$ cat src/core/pas_pkg.sv
// pas_pkg: constants and types of the pwm auto-shutdown and restart block
// Behaviour
// - restart enable bit gates automatic restart
// - auto restart: status follows cause, clears after
// - no auto restart: status holds until software clears
// - outputs resume only at next period start
// - status writes ignored while shutdown cause active
// - comparator shutdown is a level, blocks clearing
// - writing one to status forces shutdown
// - reset: pins inputs, registers to reset values
// - polarity bits choose per pair active level
// - period flag set when second period begins
// - duty is high byte plus two mode bits
// - sleep freezes timer and module state
// - idle modes keep the timer running
// - clock failure sets fail flag, internal oscillator run
// - three-bit source select decode
// - pair safe state: low, high, tri-state
// - shutdown forces pins without waiting for clock
// - status set at period start holds whole period
package pas_pkg;
   // ****************************************
   // widths
   // ****************************************
   localparam int ADDR_W = 8;
   localparam int DATA_W = 32;
   localparam int REG_W = 8;
   localparam int TMR_W = 8;
   localparam int DUTY_W = 10;
   localparam int PRESC_W = 6;
   localparam int PIN_N = 4;
   localparam int AUX_N = 4;
   localparam int SRC_N = 3;
   // ****************************************
   // register map, byte addresses
   // ****************************************
   localparam logic [ADDR_W-1:0] OFF_RESTART = 8'h00;
   localparam logic [ADDR_W-1:0] OFF_SHUT = 8'h04;
   localparam logic [ADDR_W-1:0] OFF_MODE = 8'h08;
   localparam logic [ADDR_W-1:0] OFF_DUTY = 8'h0C;
   localparam logic [ADDR_W-1:0] OFF_PERIOD = 8'h10;
   localparam logic [ADDR_W-1:0] OFF_TIMER = 8'h14;
   localparam logic [ADDR_W-1:0] OFF_FLAGS1 = 8'h18;
   localparam logic [ADDR_W-1:0] OFF_FLAGS2 = 8'h1C;
   localparam logic [ADDR_W-1:0] OFF_DIR = 8'h20;
   localparam logic [ADDR_W-1:0] OFF_STATUS = 8'h24;
   // enables 1, priority 1, enables 2, priority 2 at 30, 34, 38, 3C
   localparam logic [ADDR_W-1:0] AUX_BASE = 8'h30;
   localparam logic [ADDR_W-1:0] AUX_MASK = 8'hF3;
   // ****************************************
   // fields and reset values
   // ****************************************
   localparam int B_RESTART_EN = 7;
   localparam int B_SHUT_STAT = 7;
   localparam int SRC_HI = 6;
   localparam int SRC_LO = 4;
   localparam int AC_HI = 3;
   localparam int AC_LO = 2;
   localparam int BD_HI = 1;
   localparam int BD_LO = 0;
   localparam int DLSB_HI = 5;
   localparam int DLSB_LO = 4;
   localparam int B_POL_AC = 1;
   localparam int B_POL_BD = 0;
   localparam int PS_HI = 1;
   localparam int PS_LO = 0;
   localparam int B_TMR_RUN = 2;
   localparam int B_TMR_FLAG = 1;
   localparam int B_CLK_FAIL = 7;
   localparam logic [REG_W-1:0] RST_PERIOD = 8'hFF;
   localparam logic [PIN_N-1:0] RST_DIR = 4'hF;
   // ****************************************
   // timing: clk is the oscillator, one instruction cycle is four clocks
   // ****************************************
   localparam int TCY_CLKS = 4;
   localparam int PS_RATIO_4 = 4;
   localparam int PS_RATIO_16 = 16;
   localparam logic [PRESC_W-1:0] PRESC_LAST1 = PRESC_W'(TCY_CLKS - 1);
   localparam logic [PRESC_W-1:0] PRESC_LAST4 = PRESC_W'(TCY_CLKS * PS_RATIO_4 - 1);
   localparam logic [PRESC_W-1:0] PRESC_LAST16 = PRESC_W'(TCY_CLKS * PS_RATIO_16 - 1);
   localparam logic [1:0] PS_SEL_1 = 2'h0;
   localparam logic [1:0] PS_SEL_4 = 2'h1;
   // ****************************************
   // encodings
   // ****************************************
   localparam logic [2:0] SRC_CMP1 = 3'h1;
   localparam logic [2:0] SRC_CMP2 = 3'h2;
   localparam logic [2:0] SRC_CMP_ANY = 3'h3;
   localparam logic [2:0] SRC_FLT = 3'h4;
   localparam logic [2:0] SRC_FLT_C1 = 3'h5;
   localparam logic [2:0] SRC_FLT_C2 = 3'h6;
   localparam logic [2:0] SRC_FLT_ALL = 3'h7;
   localparam logic [1:0] RESP_OKAY = 2'h0;
   localparam logic [1:0] RESP_SLVERR = 2'h2;
   typedef enum logic [2:0] {
      BUS_IDLE = 3'b001,
      BUS_WRESP = 3'b010,
      BUS_RRESP = 3'b100
   } pas_bus_t;
endpackage

$ cat src/core/pas_tmr_if.sv
// pas_tmr_if: link between the shutdown core and its period timer
`timescale 1ns/10ps
interface pas_tmr_if;
   logic [pas_pkg::TMR_W-1:0] periodLimit;
   logic [1:0] prescale;
   logic run;
   logic freeze;
   logic [pas_pkg::TMR_W-1:0] count;
   logic [1:0] fine;
   logic periodStart;
   modport timer (input periodLimit, prescale, run, freeze, output count, fine, periodStart);
   modport ctrl (output periodLimit, prescale, run, freeze, input count, fine, periodStart);
endinterface
$ cat src/core/pas_period_timer.sv
// pas_period_timer: prescaled period timer with period start pulse
`timescale 1ns/10ps
module pas_period_timer (
   // clock and reset
   input wire logic clk,
   input wire logic srst,
   // link to the shutdown core
   pas_tmr_if.timer tl
);
   import pas_pkg::*;

   typedef struct packed {
      logic [PRESC_W-1:0] presc;
      logic [TMR_W-1:0] count;
      logic start;
   } pas_tmr_state_t;

   pas_tmr_state_t st_r, st_nxt;
   logic [PRESC_W-1:0] lastPresc;

   assign lastPresc = (tl.prescale == PS_SEL_1) ? PRESC_LAST1 :
                      (tl.prescale == PS_SEL_4) ? PRESC_LAST4 : PRESC_LAST16;
   // the two duty lsbs compare against the top of the prescaler
   assign tl.fine = (tl.prescale == PS_SEL_1) ? st_r.presc[1:0] :
                    (tl.prescale == PS_SEL_4) ? st_r.presc[3:2] : st_r.presc[5:4];
   assign tl.count = st_r.count;
   assign tl.periodStart = st_r.start;

   always_comb begin
      st_nxt = st_r;
      st_nxt.start = 1'b0;
      // idle modes keep clocking; only sleep or a clear run bit stops the count
      if (tl.run && !tl.freeze) begin
         if (st_r.presc >= lastPresc) begin
            st_nxt.presc = '0;
            if (st_r.count == tl.periodLimit) begin
               st_nxt.count = '0;
               st_nxt.start = 1'b1;
            end else begin
               st_nxt.count = st_r.count + 1'b1;
            end
         end else begin
            st_nxt.presc = st_r.presc + 1'b1;
         end
      end
   end

   always_ff @(posedge clk) begin
      if (srst) begin
         st_r <= '0;
      end else begin
         st_r <= st_nxt;
      end
   end
endmodule

$ cat src/core/pas_shutdown_pwm.sv
// pas_shutdown_pwm: auto-shutdown, restart and output stage of a pwm bridge
`timescale 1ns/10ps
module pas_shutdown_pwm (
   // clock and reset
   input wire logic clk,
   input wire logic srst,
   // axi4-lite write channels
   input wire logic [pas_pkg::ADDR_W-1:0] s_axi_awaddr,
   input wire logic s_axi_awvalid,
   output logic s_axi_awready,
   input wire logic [pas_pkg::DATA_W-1:0] s_axi_wdata,
   input wire logic [3:0] s_axi_wstrb,
   input wire logic s_axi_wvalid,
   output logic s_axi_wready,
   output logic [1:0] s_axi_bresp,
   output logic s_axi_bvalid,
   input wire logic s_axi_bready,
   // axi4-lite read channels
   input wire logic [pas_pkg::ADDR_W-1:0] s_axi_araddr,
   input wire logic s_axi_arvalid,
   output logic s_axi_arready,
   output logic [pas_pkg::DATA_W-1:0] s_axi_rdata,
   output logic [1:0] s_axi_rresp,
   output logic s_axi_rvalid,
   input wire logic s_axi_rready,
   // shutdown sources
   input wire logic faultInputN,
   input wire logic cmp1Out,
   input wire logic cmp2Out,
   // power management
   input wire logic sleepMode,
   input wire logic clkMonEnable,
   input wire logic clkFailEvent,
   output logic internalOscRun,
   // bridge pins, bit 0 a, 1 b, 2 c, 3 d
   output logic [pas_pkg::PIN_N-1:0] bridgeOut,
   output logic [pas_pkg::PIN_N-1:0] bridgeOe
);
   import pas_pkg::*;

   // ****************************************
   // state
   // ****************************************
   typedef struct packed {
      pas_bus_t bus;
      logic awHave;
      logic [ADDR_W-1:0] awAddr;
      logic wHave;
      logic [REG_W-1:0] wData;
      logic wLane;
      logic [DATA_W-1:0] rData;
      logic [1:0] resp;
      logic [REG_W-1:0] restartCtrl;
      logic [REG_W-1:0] shutCtrl;
      logic [REG_W-1:0] modeCtrl;
      logic [REG_W-1:0] dutyHigh;
      logic [REG_W-1:0] periodLimit;
      logic [REG_W-1:0] timerCtrl;
      logic [REG_W-1:0] irqFlags1;
      logic [REG_W-1:0] irqFlags2;
      logic [AUX_N-1:0][REG_W-1:0] irqAux;
      logic [PIN_N-1:0] pinDir;
      logic [DUTY_W-1:0] dutyLatched;
      logic heldShut;
      logic pwmOn;
      logic oscRun;
      logic [SRC_N-1:0] sync1;
      logic [SRC_N-1:0] sync2;
   } pas_state_t;

   pas_state_t st_r, st_nxt;
   pas_tmr_if tmrLink();

   logic [SRC_N-1:0] srcLevel;
   logic [2:0] srcSel;
   logic causeRaw;
   logic causeSync;
   logic shutNow;
   logic wrNow;
   logic shutWr;
   logic restartEn;
   logic statNow;

   // ****************************************
   // helpers
   // ****************************************
   // lv holds {cmp2, cmp1, fault}, all active high
   function automatic logic srcHit(input logic [2:0] sel, input logic [SRC_N-1:0] lv);
      case (sel)
         SRC_CMP1: srcHit = lv[1];
         SRC_CMP2: srcHit = lv[2];
         SRC_CMP_ANY: srcHit = lv[1] | lv[2];
         SRC_FLT: srcHit = lv[0];
         SRC_FLT_C1: srcHit = lv[0] | lv[1];
         SRC_FLT_C2: srcHit = lv[0] | lv[2];
         SRC_FLT_ALL: srcHit = |lv;
         default: srcHit = 1'b0;
      endcase
   endfunction

   function automatic logic isAux(input logic [ADDR_W-1:0] a);
      isAux = (a & AUX_MASK) == AUX_BASE;
   endfunction

   function automatic logic isMapped(input logic [ADDR_W-1:0] a);
      case (a)
         OFF_RESTART, OFF_SHUT, OFF_MODE, OFF_DUTY, OFF_PERIOD, OFF_TIMER,
         OFF_FLAGS1, OFF_FLAGS2, OFF_DIR, OFF_STATUS: isMapped = 1'b1;
         default: isMapped = isAux(a);
      endcase
   endfunction

   // ****************************************
   // shutdown cause and output forcing
   // ****************************************
   assign srcSel = st_r.shutCtrl[SRC_HI:SRC_LO];
   assign srcLevel = {cmp2Out, cmp1Out, ~faultInputN};
   assign causeRaw = srcHit(srcSel, srcLevel);
   // clearing looks at both the raw cause and the second stage so a glitch cannot half-clear
   assign causeSync = srcHit(srcSel, st_r.sync2);
   assign statNow = st_r.shutCtrl[B_SHUT_STAT];
   assign restartEn = st_r.restartCtrl[B_RESTART_EN];
   // the raw cause forces pins at once, without a clock edge
   assign shutNow = causeRaw | statNow | st_r.heldShut;
   assign internalOscRun = st_r.oscRun;

   generate
      for (genvar i = 0; i < PIN_N; i++) begin : g_pin
         logic [1:0] safeState;
         logic polLow;
         // even pins form the a/c pair, odd pins the b/d pair
         if (i % 2 == 0) begin : g_ac
            assign safeState = st_r.shutCtrl[AC_HI:AC_LO];
            assign polLow = st_r.modeCtrl[B_POL_AC];
         end else begin : g_bd
            assign safeState = st_r.shutCtrl[BD_HI:BD_LO];
            assign polLow = st_r.modeCtrl[B_POL_BD];
         end
         assign bridgeOut[i] = shutNow ? safeState[0] : (st_r.pwmOn ^ polLow);
         // a pin drives only once software has made it an output
         assign bridgeOe[i] = ~st_r.pinDir[i] & ~(shutNow & safeState[1]);
      end
   endgenerate

   // ****************************************
   // period timer
   // ****************************************
   assign tmrLink.periodLimit = st_r.periodLimit;
   assign tmrLink.prescale = st_r.timerCtrl[PS_HI:PS_LO];
   assign tmrLink.run = st_r.timerCtrl[B_TMR_RUN];
   assign tmrLink.freeze = sleepMode;

   pas_period_timer u_timer (
      .clk(clk),
      .srst(srst),
      .tl(tmrLink)
   );

   // ****************************************
   // bus handshakes
   // ****************************************
   assign s_axi_awready = (st_r.bus == BUS_IDLE) && !st_r.awHave;
   assign s_axi_wready = (st_r.bus == BUS_IDLE) && !st_r.wHave;
   // a read waits while half of a write is held
   assign s_axi_arready = (st_r.bus == BUS_IDLE) && !st_r.awHave && !st_r.wHave;
   assign s_axi_bvalid = st_r.bus == BUS_WRESP;
   assign s_axi_bresp = st_r.resp;
   assign s_axi_rvalid = st_r.bus == BUS_RRESP;
   assign s_axi_rresp = st_r.resp;
   assign s_axi_rdata = st_r.rData;
   assign wrNow = (st_r.bus == BUS_IDLE) && st_r.awHave && st_r.wHave;
   assign shutWr = wrNow && st_r.wLane && (st_r.awAddr == OFF_SHUT);

   // ****************************************
   // next state
   // ****************************************
   always_comb begin
      st_nxt = st_r;
      case (st_r.bus)
         BUS_IDLE: begin
            if (s_axi_awvalid && s_axi_awready) begin
               st_nxt.awHave = 1'b1;
               st_nxt.awAddr = s_axi_awaddr;
            end
            if (s_axi_wvalid && s_axi_wready) begin
               st_nxt.wHave = 1'b1;
               st_nxt.wData = s_axi_wdata[REG_W-1:0];
               st_nxt.wLane = s_axi_wstrb[0];
            end
            if (wrNow) begin
               st_nxt.awHave = 1'b0;
               st_nxt.wHave = 1'b0;
               st_nxt.bus = BUS_WRESP;
               st_nxt.resp = isMapped(st_r.awAddr) ? RESP_OKAY : RESP_SLVERR;
            end else if (s_axi_arvalid && s_axi_arready) begin
               st_nxt.bus = BUS_RRESP;
               st_nxt.resp = isMapped(s_axi_araddr) ? RESP_OKAY : RESP_SLVERR;
               st_nxt.rData = '0;
               case (s_axi_araddr)
                  OFF_RESTART: st_nxt.rData[REG_W-1:0] = st_r.restartCtrl;
                  OFF_SHUT: st_nxt.rData[REG_W-1:0] = st_r.shutCtrl;
                  OFF_MODE: st_nxt.rData[REG_W-1:0] = st_r.modeCtrl;
                  OFF_DUTY: st_nxt.rData[REG_W-1:0] = st_r.dutyHigh;
                  OFF_PERIOD: st_nxt.rData[REG_W-1:0] = st_r.periodLimit;
                  OFF_TIMER: st_nxt.rData[REG_W-1:0] = st_r.timerCtrl;
                  OFF_FLAGS1: st_nxt.rData[REG_W-1:0] = st_r.irqFlags1;
                  OFF_FLAGS2: st_nxt.rData[REG_W-1:0] = st_r.irqFlags2;
                  OFF_DIR: st_nxt.rData[PIN_N-1:0] = st_r.pinDir;
                  // live view: count, forced, synced cause, oscillator fallback
                  OFF_STATUS: st_nxt.rData[TMR_W+2:0] = {st_r.oscRun, causeSync, shutNow, tmrLink.count};
                  default: begin
                     if (isAux(s_axi_araddr)) begin
                        st_nxt.rData[REG_W-1:0] = st_r.irqAux[s_axi_araddr[3:2]];
                     end
                  end
               endcase
            end
         end
         BUS_WRESP: begin
            if (s_axi_bready) begin
               st_nxt.bus = BUS_IDLE;
            end
         end
         BUS_RRESP: begin
            if (s_axi_rready) begin
               st_nxt.bus = BUS_IDLE;
            end
         end
         default: begin
            st_nxt.bus = BUS_IDLE;
         end
      endcase

      if (wrNow && st_r.wLane) begin
         case (st_r.awAddr)
            OFF_RESTART: st_nxt.restartCtrl = st_r.wData;
            // the status bit is settled below, never by a plain store
            OFF_SHUT: st_nxt.shutCtrl[SRC_HI:0] = st_r.wData[SRC_HI:0];
            OFF_MODE: st_nxt.modeCtrl = st_r.wData;
            OFF_DUTY: st_nxt.dutyHigh = st_r.wData;
            OFF_PERIOD: st_nxt.periodLimit = st_r.wData;
            OFF_TIMER: st_nxt.timerCtrl = st_r.wData;
            OFF_FLAGS1: st_nxt.irqFlags1 = st_r.wData;
            OFF_FLAGS2: st_nxt.irqFlags2 = st_r.wData;
            OFF_DIR: st_nxt.pinDir = st_r.wData[PIN_N-1:0];
            default: begin
               if (isAux(st_r.awAddr)) begin
                  st_nxt.irqAux[st_r.awAddr[3:2]] = st_r.wData;
               end
            end
         endcase
      end

      // sleep stops every clock: nothing below may move
      if (!sleepMode) begin
         st_nxt.sync1 = srcLevel;
         st_nxt.sync2 = st_r.sync1;
         if (restartEn && !causeRaw && !causeSync) begin
            st_nxt.shutCtrl[B_SHUT_STAT] = 1'b0;
         end
         if (shutWr) begin
            if (st_r.wData[B_SHUT_STAT]) begin
               st_nxt.shutCtrl[B_SHUT_STAT] = 1'b1;
            end else if (!causeRaw && !causeSync) begin
               st_nxt.shutCtrl[B_SHUT_STAT] = 1'b0;
            end
         end
         // a live cause always wins over any clear
         if (causeRaw || causeSync) begin
            st_nxt.shutCtrl[B_SHUT_STAT] = 1'b1;
         end
         if (statNow) begin
            st_nxt.heldShut = 1'b1;
         end else if (tmrLink.periodStart) begin
            st_nxt.heldShut = 1'b0;
         end
         if (tmrLink.periodStart) begin
            st_nxt.dutyLatched = {st_r.dutyHigh, st_r.modeCtrl[DLSB_HI:DLSB_LO]};
            st_nxt.irqFlags1[B_TMR_FLAG] = 1'b1;
         end
         st_nxt.pwmOn = tmrLink.run && ({tmrLink.count, tmrLink.fine} < st_r.dutyLatched);
         if (clkMonEnable && clkFailEvent) begin
            st_nxt.irqFlags2[B_CLK_FAIL] = 1'b1;
            st_nxt.oscRun = 1'b1;
         end
      end
   end

   always_ff @(posedge clk) begin
      if (srst) begin
         st_r <= '0;
         st_r.bus <= BUS_IDLE;
         st_r.periodLimit <= RST_PERIOD;
         st_r.pinDir <= RST_DIR;
      end else begin
         st_r <= st_nxt;
      end
   end
endmodule

$ cat config.mk
export PLATFORM = sky130hd
export DESIGN_NAME = pas_shutdown_pwm
export DESIGN_NICKNAME = d
export VERILOG_FILES = /design/src/core/pas_pkg.sv /design/src/core/pas_tmr_if.sv /design/src/core/pas_period_timer.sv /design/src/core/pas_shutdown_pwm.sv
export SDC_FILE = /design/constraint.sdc
export NUM_CORES = 1
export LEC_CHECK = 0
export ABC_AREA = 1
export BUFFER_PORTS_ARGS = -buffer_cell sky130_fd_sc_hd__buf_2
export CORE_ASPECT_RATIO = 0.9
export CORE_MARGIN = 4
export CORE_UTILIZATION = 30
export CTS_CLUSTER_SIZE = 8
export DETAILED_ROUTE_END_ITERATION = 8
export SKIP_LAST_GASP = 1
export SYNTH_ARGS = -nofsm -noshare
export SYNTH_HDL_FRONTEND = slang
export SYNTH_SLANG_ARGS = --single-unit
$ cat constraint.sdc
create_clock -name clk -period 1.85 [get_ports clk]
set_input_delay 0.4625 -clock clk [delete_from_list [all_inputs] [get_ports clk]]
set_output_delay 0.4625 -clock clk [all_outputs]
set_load 0.005 [all_outputs]
# == Yosys cells after proc, flatten, opt, wreduce, memory -nomap -nowiden ==
# Index checks and enable logic that the tools add are counted.
# W data, S select, Z words.
# word_totals
ff_bits,169
out_inout_bits,50
# classes
add_sub_neg,2
n_lt_le_gt_ge,5
eq_ne,35
mux,57
bitwise,28
reduce_logical,57
# op_table
cell,n
$pmux W4 S10,2
$eq A8 B5 Y1 const B,8
$mux W32,2
$mux W46,1
$mux W8,5
$reduce_and A2 Y1,18
$bwmux W32,1
$eq A8 B4 Y1 const B,4
$eq A8 B6 Y1 const B,4
$mux W1,23
$reduce_or A10 Y1,2
$mux W6,3
$logic_and A1 B1 Y1,17
$bmux W8 S2,1
$demux W8 S2,1
$eq A8 B3 Y1 const B,2
$logic_not A8 Y1,2
$eq A3 B3 Y1 const B,5
$mux W3,5
$mux W2,7
$pmux W1 S7,2
$eq A6 B4 Y1 const B,2
$not A1 Y1,12
$lt A10 B10 Y1,1
other kinds (25),54

# == Longest topological paths before layout ==
# Gate-level depths: netlist of the first run.
# depth
word_depth,11
mapped_depth,12
depth_no_buf,12

# == Hierarchy ==
# Synthesis of the first run repeated with hierarchy kept, for this count alone.
# unflattened
cells_unflattened,1264
hier_area_um2,8580.7
# by_module_without_submodules
module,instances,cells_per_inst,area_each_um2,seq_area_each_um2
pas_shutdown_pwm,1,1075,7420.9,3062.9
pas_period_timer,1,189,1159.9,300.3

# == Worst setup path before layout of the first run ==
# Ideal clock, no wire load.
# synth_timing
path_type,register to register
from,register st_r[71] (netlist name)
to,"register u_timer.st_r, in the netlist u_timer.tl.count[0]"
setup_ns,0.070
arrival_time_ns,1.688
path_slack_ns,0.092
stages_incl_launch_ff,12
n_path_buf,0
synth_period_minus_slack_ns,1.758
path_cell_list,dfxtp_1 -> nor2_1 -> ha_1 -> nand2_1 -> inv_1 -> o21ai_0 -> nand3_1 -> nand2_1 -> nand2_1 -> nand2_1 -> inv_1 -> a21oi_1
# synth_via
elab_chain_len,5
elab_cells_between_ends,6
classes_between,order compare: 1; eq/ne: 1; mux: 2; reduce/logical: 2
# synth_lines
element,line,source
"start, declared",pas_shutdown_pwm.sv:71,"pas_state_t st_r, st_nxt;"
"start signal, assigned",pas_shutdown_pwm.sv:296,st_r <= st_nxt;
$eq A2 B1 Y1,pas_period_timer.sv:22,(tl.prescale == PS_SEL_4) ? PRESC_LAST4 : PRESC_LAST16;
$mux W6,pas_period_timer.sv:22,
$mux W6 *,pas_period_timer.sv:21,assign lastPresc = (tl.prescale == PS_SEL_1) ? PRESC_LAST1 :
$ge A6 B6 Y1 *,pas_period_timer.sv:34,if (st_r.presc >= lastPresc) begin
$reduce_and A2 Y1 (no line) *,--,
"end signal, assigned",pas_period_timer.sv:52,st_r <= st_nxt;
"end, declared",pas_period_timer.sv:18,"pas_tmr_state_t st_r, st_nxt;"
# Every way passes the cells marked *; elsewhere a longest branch is shown, timed or not.
# A chain may end at the register's enable or synchronous reset.

# == Final worst setup path of the first run ==
# layout_timing
from,"register st_r, in the netlist srcSel[2]"
to,output port bridgeOut[0] (netlist name)
# layout_via
elab_chain_len,5
elab_cells_between_ends,11
classes_between,eq/ne: 7; mux: 2; bitwise: 2
# layout_lines
element,line,source
"$eq A3 B3 Y1, or another cell as far along",pas_shutdown_pwm.sv:89,case (sel)
$pmux W1 S7 *,pas_shutdown_pwm.sv:89,
$or A1 B1 Y1 * (2 in a row),pas_shutdown_pwm.sv:124,assign shutNow = causeRaw | statNow | st_r.heldShut;
$mux W1 *,pas_shutdown_pwm.sv:139,assign bridgeOut[i] = shutNow ? safeState[0] : (st_r.pwmOn ^ polLow);
"end, declared",pas_shutdown_pwm.sv:36,"output logic [pas_pkg::PIN_N-1:0] bridgeOut,"
# Marks and branches as above.

==> results of run 1 <==
[cells by family after synthesis]
family | share of synthesized area, %
AND/OR/NAND/NOR | 30.9
AO/OA/AOI/OAI | 14.5
buffers and inverters | 12.0
flip-flops | 39.5
adder cells (fa/ha/maj) | 2.20
XOR/XNOR | 0.925
other | 0.0440
[per-stage QoR]
| step | hold WS (ns) | instance area [um^2] |
|---|---|---|
| 2_1_floorplan | 0.430 | 8600 |
| 3_3_place_gp | 0.446 | 9470 |
| 3_5_place_dp | 0.451 | 9470 |
| 4_1_cts | 0.213 | 10200 |
| 5_1_grt | 0.209 | 10400 |
| 6_report | 0.235 | 10400 |
[power breakdown]
part / total [mW] / internal, mW / switching, mW
clock: 3.95 / 2.41 / 1.54
sequential: 3.93 / 3.78 / 0.146
combinational: 1.44 / 0.453 / 0.983
total: 9.31 / 6.64 / 2.67
[cell usage after synthesis]
library cell	count	area, um^2
o21ai_0	88	440
a211oi_1	11	82.6
buf_6	4	45.0
nand4_4	4	85.1
clkbuf_4	1	7.51
nand3_2	3	30.0
ha_1	15	188
nor2_2	11	68.8
nand2_1	277	1040
buf_2	9	45.0
nand2_4	1	11.3
nand2_2	16	100
buf_4	42	315
nand3_1	47	235
conb_1	1	3.75
nor3_1	7	35.0
a21oi_1	90	450
nand4_1	24	150
nor2_8	1	20.0
or2_2	4	25.0
a22oi_1	4	30.0
dfxtp_1	168	3360
a311oi_1	1	8.76
nor3_4	2	32.5
inv_2	14	52.6
nand3_4	1	17.5
clkbuf_8	1	13.8
nor4_1	2	12.5
xor2_1	9	78.8
clkbuf_1	19	71.3
o21ai_1	6	30.0
nor3b_1	2	15.0
a211oi_2	5	62.6
nor2_4	9	101
o211ai_1	17	128
inv_1	118	443
nor2_1	174	653
clkinv_1	7	26.3
[timing repair]
item                                   in CTS  in global routing
setup buffers                               4                  9
setup endpoints to repair                  12                 54
gates resized for setup                    23                 22
endpoints found under the hold margin       0                  0
pin swaps                                   4                 10
hold buffers                                0                  0
[routing by layer]
metal / share of wire (%) / track usage, % / up-vias
li1: - / - / 4075
met1: 49 / 23.9 / 3638
met2: 44 / 24.4 / 219
met3: 5.7 / 2.57 / 25
met4: 1.2 / 3.80 / 0
met5: 0 / 0 / -
[placed cells by master, fill, tap and decap left out, types with 3 or more instances in the layout]
cell	n
clkbuf_16	17
a211oi_1	10
nor2_1	169
o21ai_0	85
nor2_4	10
o211ai_1	17
nor2_2	15
nand3_1	47
ha_1	15
bufinv_16	4
nand2_2	22
nand4_4	4
buf_4	63
dfxtp_2	6
conb_1	23
clkinvlp_4	3
buf_12	13
a211oi_2	6
inv_2	17
or2_2	3
inv_1	113
clkbuf_8	4
o21ai_1	7
clkinv_4	3
nand4_1	24
a21oi_1	86
nor3_1	7
xor2_1	9
clkinv_1	6
buf_2	63
nand2_1	271
a22oi_1	4
dfxtp_1	161
[area by class of cell]
class | instances | area share [%]
tap | 360 | 4.34
multi-input combinational | 854 | 41.6
inverter | 139 | 5.10
sequential | 168 | 32.5
clock inverter | 10 | 1.60
timing repair buffer | 140 | 10.2
clock buffer | 22 | 4.66
[worst min path at each step]
stage                           from               endpoint  depth (start not counted)
2_1_floorplan   st_r[9]$_SDFFE_PP0P_   st_r[9]$_SDFFE_PP0P_                          2
3_3_place_gp   st_r[17]$_SDFFE_PP0P_  st_r[17]$_SDFFE_PP0P_                          2
3_5_place_dp   st_r[18]$_SDFFE_PP0P_  st_r[18]$_SDFFE_PP0P_                          2
4_1_cts                  faultInputN   st_r[3]$_SDFFE_PP0N_                          2
5_1_grt                  faultInputN   st_r[3]$_SDFFE_PP0N_                          2
6_report                 faultInputN   st_r[3]$_SDFFE_PP0N_                          2
==> results.sh, run 1 <==
export IMPL_period_needed_ns=2.03
export IMPL_cp_top_family="flip-flops"
export IMPL_status="complete, but fails checks"
export IMPL_area_delta_synth_final_pct=21.9
export IMPL_cellLeakagePower_nw=4.79
export IMPL_p_per_area_nw_per_um2=896
export IMPL_cp_end_kind="output port"
export IMPL_cts_tree="yes"
export IMPL_fin_ws_ns=-0.177
export IMPL_skew_ns=0.00761
export IMPL_grt_util_all_layers_pct=16.1
export IMPL_r2r_start="st_r[173]$_SDFFE_PP0P_"
export IMPL_die_y_um=168
export IMPL_nets=1400
export IMPL_rows=58
export IMPL_io_buffers=64
export IMPL_maxCapViolations=0
export IMPL_setup_tns_ns=-1.32
export IMPL_die_w_um=186
export IMPL_wirelength_mm=25.2
export IMPL_dieArea_um2=31200
export IMPL_fmax_mhz=493
export IMPL_yosys_register_bits=168
export IMPL_clock_latency_ns=0.43
export IMPL_cts_buffers=17
export IMPL_crit_slowest_cell="dfxtp_2"
export IMPL_yosysWarnings=0
export IMPL_postRouteAntennaNets=0
export IMPL_crit_start="srcSel[2]$_SDFFE_PP0P_"
export IMPL_grt_max_degree=42
export IMPL_place_ws_ns=-0.0830
export IMPL_clkTransAtPathRegs_ns=0.06
export IMPL_drive_gt1_share_pct=20.6
export IMPL_fin_crit_sh_pct=110
export IMPL_rr_endpoint="srcSel[0]$_SDFFE_PP0P_"
export IMPL_critical_path_max_stage_delay_ns=0.34
export IMPL_cp_endpoint="bridgeOut[0]"
export IMPL_antenna_found_initial=0
export IMPL_drtIter0Drc=627
export IMPL_grt_pass1_vias=7158
export IMPL_htree_levels=4
export IMPL_overflow=0
export IMPL_ir_worst_vdd_uv=604
export IMPL_cp_start_kind="register"
export IMPL_wl_per_cell_um=14.9
export IMPL_worst_path_buf_inv=3
export IMPL_yosysSeqAreaShare_pct=39.5
export IMPL_netlist_area_um2=8520
export IMPL_crit_chain="inv_2, o211ai_1, nor2_4, buf_6, nand2_2, o21ai_4, buf_2"
export IMPL_core_um2=27900
export IMPL_fillers=2899
export IMPL_total_power_mw=9.31
export IMPL_tightest_slew_ns=0.507
export IMPL_via_per_inst=4.70
export IMPL_crit_cells=7
export IMPL_ys_types=38
export IMPL_fin_cells=1693
export IMPL_worstRegToRegCells=11
export IMPL_vias=7957
export IMPL_violations="negative setup slack"
export IMPL_cp_max_fo=4
export IMPL_worstPathRequired_ns=1.39
export IMPL_drtPass1Iterations=5
export IMPL_setup_viol=8
export IMPL_antenna_cells=0
export IMPL_multi_input_area_um2=4320
export IMPL_hold_viol=0
export IMPL_rsz0062_at_grt="true"
export IMPL_cts_buffer_depth=2
export IMPL_clock_sinks=168
export IMPL_placed_cells=1648
export IMPL_critical_path_class="register to output port"
export IMPL_slew_headroom_pct=66.0
export IMPL_fin_util_pct=37.2
export IMPL_io_pins=115
export IMPL_root_buffer="clkbuf_16"
export IMPL_netlist_instances=1215
export IMPL_hp_class="input port to register"
export IMPL_r2r_setup_slack_ns=0.14
export IMPL_drv_slew=0
export IMPL_drc=0
export IMPL_seqCellArea_um2=3370
export IMPL_avgSynthCellArea_um2=7.01
export IMPL_dp_hpwl_mm=18.6
export IMPL_cp_arrival_ns=1.56
export IMPL_grt_pass1_wl_mm=39.5
export IMPL_gp_congestion=0.886
export IMPL_initial_core_util_pct=30.5
(Power assumes the default switching activity.)
==> inputs of run 2 (changes only) <==
--- a/config.mk
+++ b/config.mk
@@ -5,11 +5,11 @@
 export SDC_FILE = /design/constraint.sdc
 export NUM_CORES = 1
 export LEC_CHECK = 0
-export ABC_AREA = 1
 export BUFFER_PORTS_ARGS = -buffer_cell sky130_fd_sc_hd__buf_2
 export CORE_ASPECT_RATIO = 0.9
 export CORE_MARGIN = 4
 export CORE_UTILIZATION = 30
+export CTS_CLUSTER_DIAMETER = 150
 export CTS_CLUSTER_SIZE = 8
 export DETAILED_ROUTE_END_ITERATION = 8
 export SKIP_LAST_GASP = 1
==> results.sh, run 2 <==
export IMPL_pwr_share_clk_pct=41.0
export IMPL_grt_max_degree=93
export IMPL_netlist_instances=918
export IMPL_cp_arrival_ns=1.81
export IMPL_worstPathRequired_ns=1.39
export IMPL_rr_endpoint="tmrLink.periodLimit[6]$_SDFFE_PP1P_"
export IMPL_io_pins=115
export IMPL_yosysWarnings=0
export IMPL_r2r_start="st_r[173]$_SDFFE_PP0P_"
export IMPL_ir_worst_vdd_uv=698
export IMPL_share_seq_of_total_power_pct=42.8
export IMPL_initial_core_util_pct=30.4
export IMPL_holdPathEnd="st_r[168]$_SDFFE_PP0P_"
export IMPL_postCtsHoldBufs=0
export IMPL_tightest_slew_ns=0.787
export IMPL_antenna_cells=0
export IMPL_yosysSeqAreaShare_pct=40.9
export IMPL_antenna_found_initial=0
export IMPL_htree_levels=4
export IMPL_die_w_um=183
export IMPL_fillers=2633
export IMPL_via_per_inst=5.02
export IMPL_dieArea_um2=30100
export IMPL_clock_sinks=168
export IMPL_p_switching_mw=2.64
export IMPL_postRouteAntennaNets=0
export IMPL_swShare_pct=29.2
export IMPL_die_y_um=165
export IMPL_cp_start_kind="register"
export IMPL_cts_tree="yes"
export IMPL_r2r_setup_slack_ns=-0.34
export IMPL_synth_main_ff_cell="dfxtp_1"
export IMPL_wl_per_cell_um=17.7
export IMPL_holdWs_ns=0.262
export IMPL_gp_congestion=0.982
export IMPL_rows=57
export IMPL_cts_buffers=17
export IMPL_synth_edf_count=0
export IMPL_dp_hpwl_mm=18.3
export IMPL_fin_util_pct=41.4
export IMPL_area_delta_synth_final_pct=35.9
export IMPL_drc=0
export IMPL_rsz0062_at_grt="true"
export IMPL_avgSynthCellArea_um2=8.96
export IMPL_internal_power_mw=6.39
export IMPL_fmax_mhz=440
export IMPL_synth_top_cell_area_share_pct=40.9
export IMPL_layout_common_cells="158 x dfxtp_1, 122 x buf_4, 120 x nor2_1, 104 x mux2i_1"
export IMPL_cts_buffer_depth=2
export IMPL_grt_pass1_vias=7110
export IMPL_cellLeakagePower_nw=4.41
export IMPL_clkTransAtPathRegs_ns=0.08
export IMPL_dpl_instance_area_um2=9840
export IMPL_status="complete, but fails checks"
export IMPL_fin_crit_sh_pct=123
export IMPL_maxCapViolations=0
export IMPL_slew_headroom_pct=47.4
export IMPL_p_per_area_nw_per_um2=808
export IMPL_cp_max_fo=4
export IMPL_io_buffers=64
export IMPL_seqCellArea_um2=3380
export IMPL_clock_latency_ns=0.44
export IMPL_core_um2=27000
export IMPL_worstRegToRegCells=7
export IMPL_fin_area_um2=11200
export IMPL_critical_path_class="register to output port"
export IMPL_grt_util_all_layers_pct=16.9
export IMPL_vias=7321
export IMPL_overflow=0
export IMPL_netlist_area_um2=8230
export IMPL_wirelength_mm=25.9
export IMPL_cp_end_kind="output port"
export IMPL_skew_ns=0.0118
export IMPL_holdCritStartpoint="s_axi_awaddr[5]"
export IMPL_synth_async_reset_ratio_pct=0
export IMPL_yosys_top_cells_count="168 x dfxtp_1, 125 x nor2_1, 109 x mux2i_1"
export IMPL_grt_pass1_wl_mm=39.5
export IMPL_hp_class="input port to register"
export IMPL_holdPathStages=3
export IMPL_setup_viol=118
export IMPL_fin_ws_ns=-0.422
export IMPL_ys_top_cells_by_area="dfxtp_1 41%, mux2i_1 13%, nor2_1 5.7%, a21oi_1 3.7%, buf_4 3.6%"
export IMPL_period_needed_ns=2.27
export IMPL_post_synth_top_count_cell="dfxtp_1"
export IMPL_drv_slew=0
export IMPL_violations="negative setup slack"
export IMPL_hold_viol=0
export IMPL_ys_types=65
export IMPL_nets=1170
export IMPL_yosys_register_bits=168
export IMPL_drtIter0Drc=610
export IMPL_drtPass1Iterations=5
export IMPL_final_common_cell="dfxtp_1"
export IMPL_drive_gt1_share_pct=32.5
export IMPL_multi_input_area_um2=4830
export IMPL_combPwrFrac_pct=16.2
export IMPL_root_buffer="clkbuf_16"
export IMPL_synth_largest_area_cell="dfxtp_1"
export IMPL_setup_tns_ns=-27.64
run 2: per-layer routing:
| metal | GRT usage (%) | part of all wire [%] | vias to the layer above |
|---|---|---|---|
| met5 | 0 | 0 | - |
| met4 | 4.67 | 1.7 | 0 |
| met3 | 3.81 | 5.9 | 39 |
| met2 | 26.9 | 46 | 185 |
| met1 | 23.1 | 47 | 3562 |
| li1 | - | - | 3535 |
run 2: power groups by stage:
stage | registers [mW] | clock network, mW | logic (mW)
finish | 3.87 | 3.70 | 1.47
CTS | 3.86 | 3.76 | 1.30
detailed placement | 3.94 | 0 | 1.13
global route | 3.88 | 3.91 | 1.59
floorplan | 3.88 | 0 | 0.717
global placement | 3.94 | 0 | 1.11
run 2: worst max-delay path by stage:
stage | slack [ns] | cells after the start | endpoint | startpoint
floorplan | -0.25 | 7 | register | st_r[173]$_SDFFE_PP0P_
global placement | -0.50 | 7 | s_axi_rdata[5]$_SDFFE_PP0P_ | s_axi_araddr[3]
detailed placement | -0.46 | 8 | s_axi_rdata[5]$_SDFFE_PP0P_ | s_axi_araddr[3]
CTS | -0.41 | 6 | bridgeOe[1] | srcSel[0]$_SDFFE_PP0P_
global route | -0.58 | 6 | bridgeOe[1] | srcSel[0]$_SDFFE_PP0P_
finish | -0.42 | 7 | bridgeOut[2] | srcSel[0]$_SDFFE_PP0P_
run 2: worst max-delay path, stage by stage (launching register included):
cell and delay [ns]:
dfxtp_2 0.32, a222oi_1 0.34, buf_4 0.20, nand2_4 0.09, clkbuf_16 0.19, nand2_4 0.06
o21ai_4 0.05, buf_2 0.13
run 2: layout make-up:
type,count,area share [%]
Clock buffer,18,3.93
Timing Repair Buffer,223,16.3
Clock inverter,14,1.56
Sequential cell,168,30.2
Tap cell,354,3.96
Multi-Input combinational cell,657,43.2
Inverter,23,0.772
run 2: timing repair:
| item | CTS | global route |
|---|---|---|
| cloned | 2 | 2 |
| setup endpoints to repair | 118 | 147 |
| resized for setup | 45 | 85 |
| pin swaps | 30 | 41 |
| setup buffers | 18 | 11 |
run 2: stage by stage:
stage | power, mW | cells | worst slack, ns
floorplan | 4.59 | 940 | -0.246
CTS | 8.92 | 1452 | -0.413
finish | 9.03 | 1457 | -0.422
global placement | 5.05 | 1402 | -0.503
detailed placement | 5.07 | 1402 | -0.458
global route | 9.37 | 1457 | -0.577
run 2: cell families (layout without fill, tap and decap cells):
kind of cell | Yosys count | after routing | share of synthesized area (%)
compound gates | 146 | 146 | 11.7
simple gates | 336 | 336 | 20.1
buf+inv | 115 | 278 | 7.19
fa+ha+maj | 15 | 15 | 2.28
xor+xnor | 15 | 15 | 1.60
other cells | 1 | 23 | 0.0456
mux | 122 | 122 | 16.1
flops | 168 | 168 | 40.9
==> inputs of run 3 (changes only) <==
--- a/config.mk
+++ b/config.mk
@@ -12,6 +12,8 @@
 export CTS_CLUSTER_DIAMETER = 150
 export CTS_CLUSTER_SIZE = 8
 export DETAILED_ROUTE_END_ITERATION = 8
+export PLACE_DENSITY = 0.56
+export RECOVER_POWER = 25
 export SKIP_LAST_GASP = 1
 export SYNTH_ARGS = -nofsm -noshare
 export SYNTH_HDL_FRONTEND = slang
==> results.sh, run 3 (same netlist as run 2, synthesis figures left out) <==
export IMPL_status="complete, but fails checks"
export IMPL_violations="negative setup slack"
export IMPL_vias=7226
export IMPL_dpl_instance_area_um2=9750
export IMPL_ir_worst_vdd_uv=705
export IMPL_overflow=0
export IMPL_die_w_um=183
export IMPL_io_pins=115
export IMPL_dieArea_um2=30100
export IMPL_holdWs_ns=0.285
export IMPL_cp_end_kind="output port"
export IMPL_clock_sinks=168
export IMPL_cp_arrival_ns=1.79
export IMPL_rows=57
export IMPL_r2r_start="st_r[173]$_SDFFE_PP0P_"
export IMPL_multi_input_area_um2=4900
export IMPL_cts_tree="yes"
export IMPL_htree_levels=4
export IMPL_fmax_mhz=444
export IMPL_drv_slew=0
export IMPL_fin_ws_ns=-0.405
export IMPL_setup_viol=121
export IMPL_drtPass1Iterations=4
export IMPL_io_buffers=64
export IMPL_cp_max_fo=5
export IMPL_tightest_slew_ns=0.830
export IMPL_crit_start="srcSel[0]$_SDFFE_PP0P_"
export IMPL_gp_congestion=0.920
export IMPL_cts_buffer_depth=2
export IMPL_fin_util_pct=41.2
export IMPL_worstRegToRegCells=7
export IMPL_critical_path_class="register to output port"
export IMPL_grt_max_degree=74
export IMPL_clkTransAtPathRegs_ns=0.07
export IMPL_fin_crit_sh_pct=122
export IMPL_nets=1162
export IMPL_area_delta_synth_final_pct=35.5
export IMPL_via_per_inst=4.99
export IMPL_cp_start_kind="register"
export IMPL_fin_area_um2=11100
export IMPL_initial_core_util_pct=30.4
export IMPL_fin_cells=1449
export IMPL_root_buffer="clkbuf_16"
export IMPL_p_per_area_nw_per_um2=788
export IMPL_drc=0
export IMPL_postRouteAntennaNets=0
export IMPL_antenna_found_initial=1
export IMPL_core_um2=27000
export IMPL_antenna_cells=0
export IMPL_dp_hpwl_mm=18.6
export IMPL_cts_buffers=17
export IMPL_cp_endpoint="bridgeOe[2]"
export IMPL_drive_gt1_share_pct=33.0
export IMPL_rsz0062_at_grt="true"
export IMPL_clock_latency_ns=0.43
export IMPL_placed_cells=1397
export IMPL_drtIter0Drc=561
export IMPL_total_power_mw=8.78
export IMPL_wirelength_mm=26.0
export IMPL_layout_common_cells="157 x dfxtp_1, 119 x nor2_1, 110 x buf_4, 106 x mux2i_1"
export IMPL_worstPathRequired_ns=1.39
export IMPL_place_ws_ns=-0.467
export IMPL_cellLeakagePower_nw=4.30
export IMPL_setup_tns_ns=-24.04
export IMPL_wl_per_cell_um=18.0
export IMPL_seqCellArea_um2=3380
export IMPL_die_y_um=165
export IMPL_period_needed_ns=2.25
export IMPL_fillers=2641
export IMPL_grt_util_all_layers_pct=16.9
export IMPL_r2r_setup_slack_ns=-0.34
export IMPL_maxCapViolations=0
export IMPL_grt_pass1_wl_mm=39.4
export IMPL_hold_viol=0
export IMPL_hp_class="input port to register"
export IMPL_final_common_cell="dfxtp_1"
export IMPL_skew_ns=0.0124
export IMPL_grt_pass1_vias=6911
export IMPL_slew_headroom_pct=44.7
-- run 3: worst min-delay path by stage --
stage                                             from                            to  cells after the start
final                                  s_axi_awaddr[5]        st_r[168]$_SDFFE_PP0P_                      3
after global routing                   s_axi_awaddr[5]        st_r[168]$_SDFFE_PP0P_                      3
after CTS                              s_axi_awaddr[4]        st_r[167]$_SDFFE_PP0P_                      3
after detailed placement   s_axi_rdata[8]$_SDFFE_PP0P_   s_axi_rdata[8]$_SDFFE_PP0P_                      2
after global placement     s_axi_rdata[9]$_SDFFE_PP0P_   s_axi_rdata[9]$_SDFFE_PP0P_                      2
after floorplan           s_axi_rdata[10]$_SDFFE_PP0P_  s_axi_rdata[10]$_SDFFE_PP0P_                      2
-- run 3: report_power, final --
group | internal [mW] | switching [mW] | total [mW]
logic | 0.675 | 0.755 | 1.43
clock network | 1.94 | 1.52 | 3.46
registers | 3.73 | 0.163 | 3.89
-- run 3: layer usage --
metal	vias to the layer above	GRT usage [%]	wire, um
li1	3525	-	-
met1	3496	23.5	12300
met2	185	27.2	12000
met3	20	3.53	1430
met4	0	3.44	278
met5	-	0	0
-- run 3: repair_timing --
| item | 4_1_cts | 5_1_grt |
|---|---|---|
| gates resized for setup | 58 | 84 |
| hold buffers | 0 | 0 |
| buffers inserted | 12 | 11 |
| gates cloned | 1 | 2 |
| endpoints found under the setup margin | 118 | 139 |
| pin swaps | 28 | 52 |
-- run 3: cell type report --
type / count / area share (%)
sequential: 168 / 30.3
clock inverter: 12 / 1.06
multi-input combinational: 657 / 44.0
timing repair buffer: 215 / 15.8
tap: 354 / 3.97
clock buffer: 20 / 4.10
inverter: 23 / 0.775
-- run 3: critical path: stages (launching register included) --
cell and delay [ns]:
dfxtp_2 0.32, a222oi_1 0.33, buf_4 0.19, nand2_4 0.08, buf_12 0.17, a21oi_4 0.15
buf_2 0.13
